===== config.mk =====
export PLATFORM = sky130hd
export DESIGN_NAME = sas_adc_sequencer
export DESIGN_NICKNAME = d
export VERILOG_FILES = /design/src/sas_pkg.sv /design/src/sas_adc_sequencer.sv
export SDC_FILE = /design/constraint.sdc
export NUM_CORES = 1
export LEC_CHECK = 0
export BUFFER_PORTS_ARGS = -buffer_cell sky130_fd_sc_hd__clkbuf_2
export CAP_MARGIN = 20
export CORE_UTILIZATION = 59
export CTS_CLUSTER_DIAMETER = 80
export DETAILED_ROUTE_END_ITERATION = 8
export PLACE_DENSITY = 0.83
export SLEW_MARGIN = 20
export SYNTH_ARGS = -nofsm -noshare
export SYNTH_HDL_FRONTEND = slang
export SYNTH_SLANG_ARGS = --single-unit

===== constraint.sdc =====
create_clock -name ref_clk -period 5.1 [get_ports ref_clk]
set_clock_uncertainty 0.2 [all_clocks]
set_input_delay 1.02 -clock ref_clk [delete_from_list [all_inputs] [get_ports ref_clk]]
set_output_delay 1.02 -clock ref_clk [all_outputs]
set_load 0.02 [all_outputs]

===== src/sas_pkg.sv =====
// package of constants and types for the successive-approximation converter sequencer
package sas_pkg;

	// register bus
	localparam int          ADDR_W          = 8;
	localparam int          DATA_W          = 8;
	localparam logic [7:0]  RESULT_INDEX    = 8'h0a;
	localparam logic [7:0]  CTRL_INDEX      = 8'h0b;
	localparam logic [7:0]  IRQ_STAT_INDEX  = 8'h0c;
	localparam logic [7:0]  IRQ_MASK_INDEX  = 8'h0d;

	// control/status fields
	localparam int          DONE_BIT        = 7;
	localparam int          ON_BIT          = 5;
	localparam int          CHAN_LSB        = 0;
	localparam int          CHAN_W          = 4;
	localparam logic [7:0]  CTRL_RESET      = 8'h00;
	localparam logic [7:0]  RESULT_RESET    = 8'h00;
	localparam logic [7:0]  FULL_SCALE      = 8'hff;
	localparam logic [7:0]  ZERO_SCALE      = 8'h00;
	localparam int          NUM_CHANNELS    = 12;
	localparam logic [3:0]  LAST_CHANNEL    = 4'hb;

	// interrupt status bits
	localparam int          EV_DONE_BIT     = 0;
	localparam int          EV_ABORT_BIT    = 1;
	localparam logic [1:0]  IRQ_RESET       = 2'h0;

	// timing
	localparam int          CPU_CLK_MHZ     = 250;
	localparam int          CLK_DIV         = 4;
	localparam int          CONV_PERIODS    = 12;
	localparam int          SAR_STEPS       = 8;
	localparam int          LOAD_PERIODS    = CONV_PERIODS - SAR_STEPS;
	localparam logic [1:0]  DIV_LAST        = 2'(CLK_DIV - 1);
	localparam logic [3:0]  LOAD_LAST       = 4'(LOAD_PERIODS - 1);
	localparam logic [3:0]  SAR_LAST        = 4'(SAR_STEPS - 1);

	typedef enum {
		SAS_OFF,
		SAS_LOAD,
		SAS_CONV
	} sas_state_t;

	// register bus request
	typedef struct packed {
		logic [ADDR_W-1:0] addr;
		logic [DATA_W-1:0] wdata;
		logic              wr;
		logic              rd;
	} sas_bus_req_t;

	// analog front-end controls
	typedef struct packed {
		logic              powerOn;
		logic              sampleConnect;
		logic [CHAN_W-1:0] channel;
		logic [7:0]        dacCode;
	} sas_afe_t;

endpackage


===== src/sas_adc_sequencer.sv =====
// control logic of the successive-approximation converter with its register port
//
// Our own choice: the strobed register port.
`timescale 1ns/1ps
`default_nettype none

//////////////////////////////////////////////////////////////////////////////////////////////
module sas_adc_sequencer
	import sas_pkg::*;
(
	// clock and reset
	input  wire logic              ref_clk,
	input  wire logic              rst_n,
	// register port
	input  wire sas_bus_req_t      busReq,
	output var  logic [DATA_W-1:0] rdData_ff,
	// processor low-power modes
	input  wire logic              waitMode,
	input  wire logic              haltMode,
	// analog front end
	input  wire logic              cmpHigh,
	output var  sas_afe_t          afe_ff,
	// interrupt
	output var  logic              irq_ff
);

	//////////////////////////////////////////////////////////////////////////////////////
	// declarations

	sas_state_t        state_ff;
	sas_state_t        nxt_state;
	logic [1:0]        divCnt_ff;
	logic              tick;
	logic [3:0]        phaseCnt_ff;
	logic [7:0]        sar_ff;
	logic [7:0]        nxt_sar;
	logic [7:0]        result_ff;
	logic              done_ff;
	logic              on_ff;
	logic [CHAN_W-1:0] chan_ff;
	logic [1:0]        irqStat_ff;
	logic [1:0]        irqMask_ff;
	logic              ctrlWr;
	logic              resultRd;
	logic              statRd;
	logic              active;
	logic              lastStep;
	logic              aborted;
	logic              convEntry;
	logic              maskWr;

	// register index compare, used by every strobe decode
	function automatic logic hit(input logic [ADDR_W-1:0] a, input logic [7:0] idx);
		return a == idx;
	endfunction

	assign ctrlWr   = busReq.wr && hit(busReq.addr, CTRL_INDEX);
	assign resultRd = busReq.rd && hit(busReq.addr, RESULT_INDEX);
	assign statRd   = busReq.rd && hit(busReq.addr, IRQ_STAT_INDEX);
	// wait mode is deliberately not looked at: the converter keeps running in it
	assign active   = on_ff && !haltMode;
	assign lastStep = tick && state_ff == SAS_CONV && phaseCnt_ff == SAR_LAST;
	// a control write while running drops the conversion in flight
	assign aborted  = ctrlWr && on_ff && state_ff != SAS_OFF;
	// last cycle of the load phase: the msb trial is loaded here for the first step
	assign convEntry = nxt_state == SAS_CONV && state_ff != SAS_CONV;
	assign maskWr    = busReq.wr && hit(busReq.addr, IRQ_MASK_INDEX);

	//////////////////////////////////////////////////////////////////////////////////////
	// converter clock enable

	always_ff @(posedge ref_clk) begin
		if (!rst_n || !active || ctrlWr) begin
			divCnt_ff <= 2'h0;
		end else if (divCnt_ff == DIV_LAST) begin
			divCnt_ff <= 2'h0;
		end else begin
			divCnt_ff <= divCnt_ff + 2'h1;
		end
	end

	assign tick = active && divCnt_ff == DIV_LAST;

	//////////////////////////////////////////////////////////////////////////////////////
	// sequencer

	always_comb begin
		nxt_state = state_ff;
		case (state_ff)
			SAS_OFF: begin
				if (active) begin
					nxt_state = SAS_LOAD;
				end
			end
			SAS_LOAD: begin
				if (tick && phaseCnt_ff == LOAD_LAST) begin
					nxt_state = SAS_CONV;
				end
			end
			SAS_CONV: begin
				if (lastStep) begin
					nxt_state = SAS_LOAD;
				end
			end
			default: begin
				nxt_state = SAS_OFF;
			end
		endcase
		if (!active) begin
			nxt_state = SAS_OFF;
		end else if (ctrlWr) begin
			nxt_state = SAS_LOAD;
		end
	end

	always_ff @(posedge ref_clk) begin
		if (!rst_n) begin
			state_ff <= SAS_OFF;
		end else begin
			state_ff <= nxt_state;
		end
	end

	// phase counter: four load periods plus eight steps make twelve converter clocks
	always_ff @(posedge ref_clk) begin
		if (!rst_n || nxt_state != state_ff || ctrlWr) begin
			phaseCnt_ff <= 4'h0;
		end else if (tick) begin
			phaseCnt_ff <= phaseCnt_ff + 4'h1;
		end
	end

	//////////////////////////////////////////////////////////////////////////////////////
	// successive approximation

	// trial bit for the next step is set; comparator keeps or drops the current one
	always_comb begin
		nxt_sar = sar_ff;
		if (state_ff == SAS_CONV && tick) begin
			nxt_sar[3'(SAR_LAST - phaseCnt_ff)] = cmpHigh;
			if (phaseCnt_ff != SAR_LAST) begin
				nxt_sar[3'(SAR_LAST - phaseCnt_ff - 4'h1)] = 1'b1;
			end
		end
	end

	// an input above the top keeps every trial bit, giving ffh; below the bottom, 00h
	always_ff @(posedge ref_clk) begin
		if (!rst_n) begin
			sar_ff <= ZERO_SCALE;
		end else if (convEntry) begin
			sar_ff <= 8'h80;
		end else begin
			sar_ff <= nxt_sar;
		end
	end

	//////////////////////////////////////////////////////////////////////////////////////
	// result and control/status registers

	always_ff @(posedge ref_clk) begin
		if (!rst_n) begin
			result_ff <= RESULT_RESET;
		end else if (lastStep && !ctrlWr) begin
			result_ff <= nxt_sar;
		end
	end

	// reserved bits 6 and 4 are not stored, so they always read back as zero
	always_ff @(posedge ref_clk) begin
		if (!rst_n) begin
			on_ff <= CTRL_RESET[ON_BIT];
		end else if (ctrlWr) begin
			on_ff <= busReq.wdata[ON_BIT];
		end
	end

	always_ff @(posedge ref_clk) begin
		if (!rst_n) begin
			chan_ff <= CTRL_RESET[CHAN_LSB +: CHAN_W];
		end else if (ctrlWr) begin
			chan_ff <= busReq.wdata[CHAN_LSB +: CHAN_W];
		end
	end

	// a completion in the same cycle as a result read wins over the clear
	always_ff @(posedge ref_clk) begin
		if (!rst_n) begin
			done_ff <= CTRL_RESET[DONE_BIT];
		end else if (ctrlWr) begin
			done_ff <= 1'b0;
		end else if (lastStep) begin
			done_ff <= 1'b1;
		end else if (resultRd) begin
			done_ff <= 1'b0;
		end
	end

	//////////////////////////////////////////////////////////////////////////////////////
	// sticky event status, mask and system interrupt line

	// an event in the cycle of a status read wins, so no event is ever lost
	always_ff @(posedge ref_clk) begin
		if (!rst_n) begin
			irqStat_ff <= IRQ_RESET;
		end else begin
			if (lastStep && !ctrlWr) begin
				irqStat_ff[EV_DONE_BIT] <= 1'b1;
			end else if (statRd) begin
				irqStat_ff[EV_DONE_BIT] <= 1'b0;
			end
			if (aborted) begin
				irqStat_ff[EV_ABORT_BIT] <= 1'b1;
			end else if (statRd) begin
				irqStat_ff[EV_ABORT_BIT] <= 1'b0;
			end
		end
	end

	always_ff @(posedge ref_clk) begin
		if (!rst_n) begin
			irqMask_ff <= IRQ_RESET;
		end else if (maskWr) begin
			irqMask_ff <= busReq.wdata[1:0];
		end
	end

	// separate system line, raised by any status event whose mask bit is set; masked off at reset
	always_ff @(posedge ref_clk) begin
		if (!rst_n) begin
			irq_ff <= 1'b0;
		end else begin
			irq_ff <= |(irqStat_ff & irqMask_ff);
		end
	end

	//////////////////////////////////////////////////////////////////////////////////////
	// read port

	always_ff @(posedge ref_clk) begin
		if (!rst_n) begin
			rdData_ff <= '0;
		end else if (busReq.rd) begin
			case (busReq.addr)
				RESULT_INDEX: begin
					rdData_ff <= result_ff;
				end
				CTRL_INDEX: begin
					rdData_ff <= {done_ff, 1'b0, on_ff, 1'b0, chan_ff};
				end
				IRQ_STAT_INDEX: begin
					rdData_ff <= {6'h00, irqStat_ff};
				end
				IRQ_MASK_INDEX: begin
					rdData_ff <= {6'h00, irqMask_ff};
				end
				default: begin
					// unmapped indexes answer zero rather than floating data
					rdData_ff <= 8'h00;
				end
			endcase
		end else begin
			rdData_ff <= 8'h00;
		end
	end

	//////////////////////////////////////////////////////////////////////////////////////
	// analog front end drive

	always_ff @(posedge ref_clk) begin
		if (!rst_n) begin
			afe_ff <= '0;
		end else begin
			afe_ff.powerOn       <= active;
			afe_ff.sampleConnect <= nxt_state == SAS_LOAD;
			// codes past the last input clamp, so no unused input is ever switched in
			if (chan_ff > LAST_CHANNEL) begin
				afe_ff.channel <= LAST_CHANNEL;
			end else begin
				afe_ff.channel <= chan_ff;
			end
			// the trial code takes the register's next value, so the comparator sees it in the same cycle as the register
			if (convEntry) begin
				afe_ff.dacCode <= 8'h80;
			end else begin
				afe_ff.dacCode <= nxt_sar;
			end
		end
	end

endmodule

`default_nettype wire


==> results_dict.tcl <==
set metrics [dict create \
    status "complete, no violations" \
    max_slew_margin_pct 55.54 \
    crit_required_ns 5.16 \
    syn_area_per_cell_um2 10.03 \
    cts_sinks 79 \
    layout.nets 389 \
    reg2reg_depth 6 \
    slew_viol_final 0 \
    timing.critical_path.from_type "primary input" \
    clk_latency_ns 0.35 \
    hold_start "divCnt_ff[0]" \
    critPathKind "primary input to flop" \
    layout_common_cells "79 x dfxtp_1, 41 x clkbuf_2, 30 x conb_1" \
    reg2reg_slack_ns 2.51 \
    core_area_um2 4755 \
    avgRoutedWirePerCell_um 13.07 \
    cts_setup_buffers 0 \
    syn-cell-area_um2 2928 \
    final_layout_size_suffix_gt1_share_pct 20.38 \
    via_per_inst 5.285 \
    synth-seq-cells 79 \
    crit_fanout 10 \
    die_w_um 72.45 \
    numCtsBuffers 9 \
    drt-total-wl_um 5687 \
    rsz0062_at_grt "false" \
    ys_types 52 \
    grt_pass1_wl_um 9459 \
    cts_max_path_buffers 2 \
    cts-root-buf "clkbuf_8" \
    place_hpwl_um 4082 \
    ys_seq_area_share_pct 54.02 \
    p_leak_nw 1.405 \
    grt_usage_pct 23.78 \
    synth_top_flop_cell "dfxtp_1" \
    synth_warnings 0 \
    antenna_found_initial 0 \
    grt_overflow 0 \
    port_buffers 41 \
    antenna_cells 0 \
    worst_slew_pin_slew_ns 0.6659 \
    hold_viol_final 0 \
    fp.dieArea_um2 5248 \
    antenna_left 0 \
    timing.rr.end "afe_ff[7]" \
    post-route-min-period_ns 2.625 \
    final_common_cell "dfxtp_1" \
    yosysTopAreaCell "dfxtp_1" \
    die_height_um 72.45 \
    post-route-drc-count 0 \
    finalSetupTns_ns 0 \
    area_delta_synth_final_pct 19.44 \
    drtPass1Iterations 4 \
    fin_util_pct 73.55 \
    grt_max_degree 21 \
    holdPathEnd "divCnt_ff[0]" \
    synth.area.top_cells "dfxtp_1 54%, mux2i_1 4.8%, a21oi_1 3.8%" \
    rr_startpoint "phaseCnt_ff[0]" \
    setup_viol 0 \
    period_share_pct 51.47 \
    hold_path_depth 1 \
    initial_core_util_pct 61.58 \
    async_reset_ff_share_pct 0 \
    fmax_mhz 381.0 \
    crit_arrival_ns 2.68 \
    cts_hold_buf 0 \
    vdd_drop_max_uv 293.9 \
    syn_inst 292 \
    cts_tree "built" \
    vias 2299 \
    synth_top_cell_area_share_pct 54.02 \
    hold_slack_ns 0.2423 \
    htree_num_levels 3 \
    rows 25 \
    clkTransAtPathRegs_ns 0.08 \
    place.gp.congestion 0.9170 \
    powerDensity_nw_per_um2 324.8 \
    cp-end-kind "flop" \
    synth-edff-count 0 \
    io_pins 46 \
    hp-class "flop to flop" \
    max_cap_violations 0 \
    post_cts_resized 0 \
    drt-initial-drc-count 118 \
    grt_pass1_vias 2082 \
]
==> critical path, cell delays in order <==
cell and delay (ns):
clkbuf_2 0.09, and3b_1 0.36, nand2_1 0.24, nor3_2 0.48, a21oi_1 0.19, a311oi_1 0.29
==> synth_stat cells, types with 3 or more instances <==
cell type	number
dfxtp_1	79
nand2_1	27
nor2_1	25
a21oi_1	22
mux2i_1	14
nor2b_1	8
clkbuf_1	7
nor3_1	7
nor4_2	7
nand3_1	6
o21ai_0	6
and2_1	5
buf_2	5
nor4_1	5
inv_1	4
or3_1	4
xor2_1	4
ha_1	3
nand2b_1	3
nand4_1	3
o31ai_1	3
o32ai_1	3
or4_1	3
==> stage by stage <==
| step | std cells | area [µm²] | total power [W] | worst slack [ns] |
|---|---|---|---|---|
| after floorplan | 321 | 3037 | 0.0006617 | 2.519 |
| after global placement | 419 | 3289 | 0.0006724 | 2.159 |
| after detailed placement | 419 | 3289 | 0.0006734 | 2.168 |
| after CTS | 435 | 3497 | 0.001143 | 2.495 |
| after global routing | 435 | 3497 | 0.001177 | 2.234 |
| final | 435 | 3497 | 0.001136 | 2.475 |
==> final cells by class <==
type / count / area, µm²
clock inverters: 7 / 83.83
multi-input cells: 226 / 1389
well taps: 67 / 83.83
clock buffers: 9 / 123.9
inverters: 4 / 15.01
repair buffers: 43 / 220.2
fillers: 393 / 1257
flip-flops and latches: 79 / 1582
==> cell families after synthesis <==
kind of cell	count (synthesis)	synth area share, %
fa+ha+maj	3	1.282
flops	79	54.02
other cells	1	0.1281
simple gates	119	23.55
compound gates	56	12.78
mux	14	4.786
xor+xnor	4	1.196
buf+inv	16	2.265
==> report_power, final <==
part           switching [W]  internal, W
sequential        0.00000525     0.000629
clock               0.000240     0.000236
combinational      0.0000150   0.00000977
==> metal layers <==
layer  track usage, %  share of wire, %  vias to the layer above
li1                 -                 -                     1173
met1            29.26                44                     1050
met2            39.88                49                       71
met3            5.278               5.6                        5
met4            10.68               1.3                        0
met5                0                 0                        -
==> registers in the layout, summed over array words and instances, names as in the netlist <==
signal / cells
divCnt_ff: 2
done_ff: 1
chan_ff: 4
irq_ff: 1
rdData_ff: 8
irqStat_ff: 2
result_ff: 8
on_ff: 1
afe_ff: 14
state_ff: 32
irqMask_ff: 2
phaseCnt_ff: 4
==> how the worst max path moves through the flow <==
stage / from / to / slack [ns]
floorplan: busReq[14] / afe_ff[5] / 2.52
global placement: haltMode / afe_ff[6] / 2.16
detailed placement: haltMode / result_ff[4] / 2.17
CTS: haltMode / afe_ff[6] / 2.50
global route: haltMode / afe_ff[6] / 2.23
finish: haltMode / afe_ff[6] / 2.48
No activity file was read; power rests on OpenSTA's default activity.
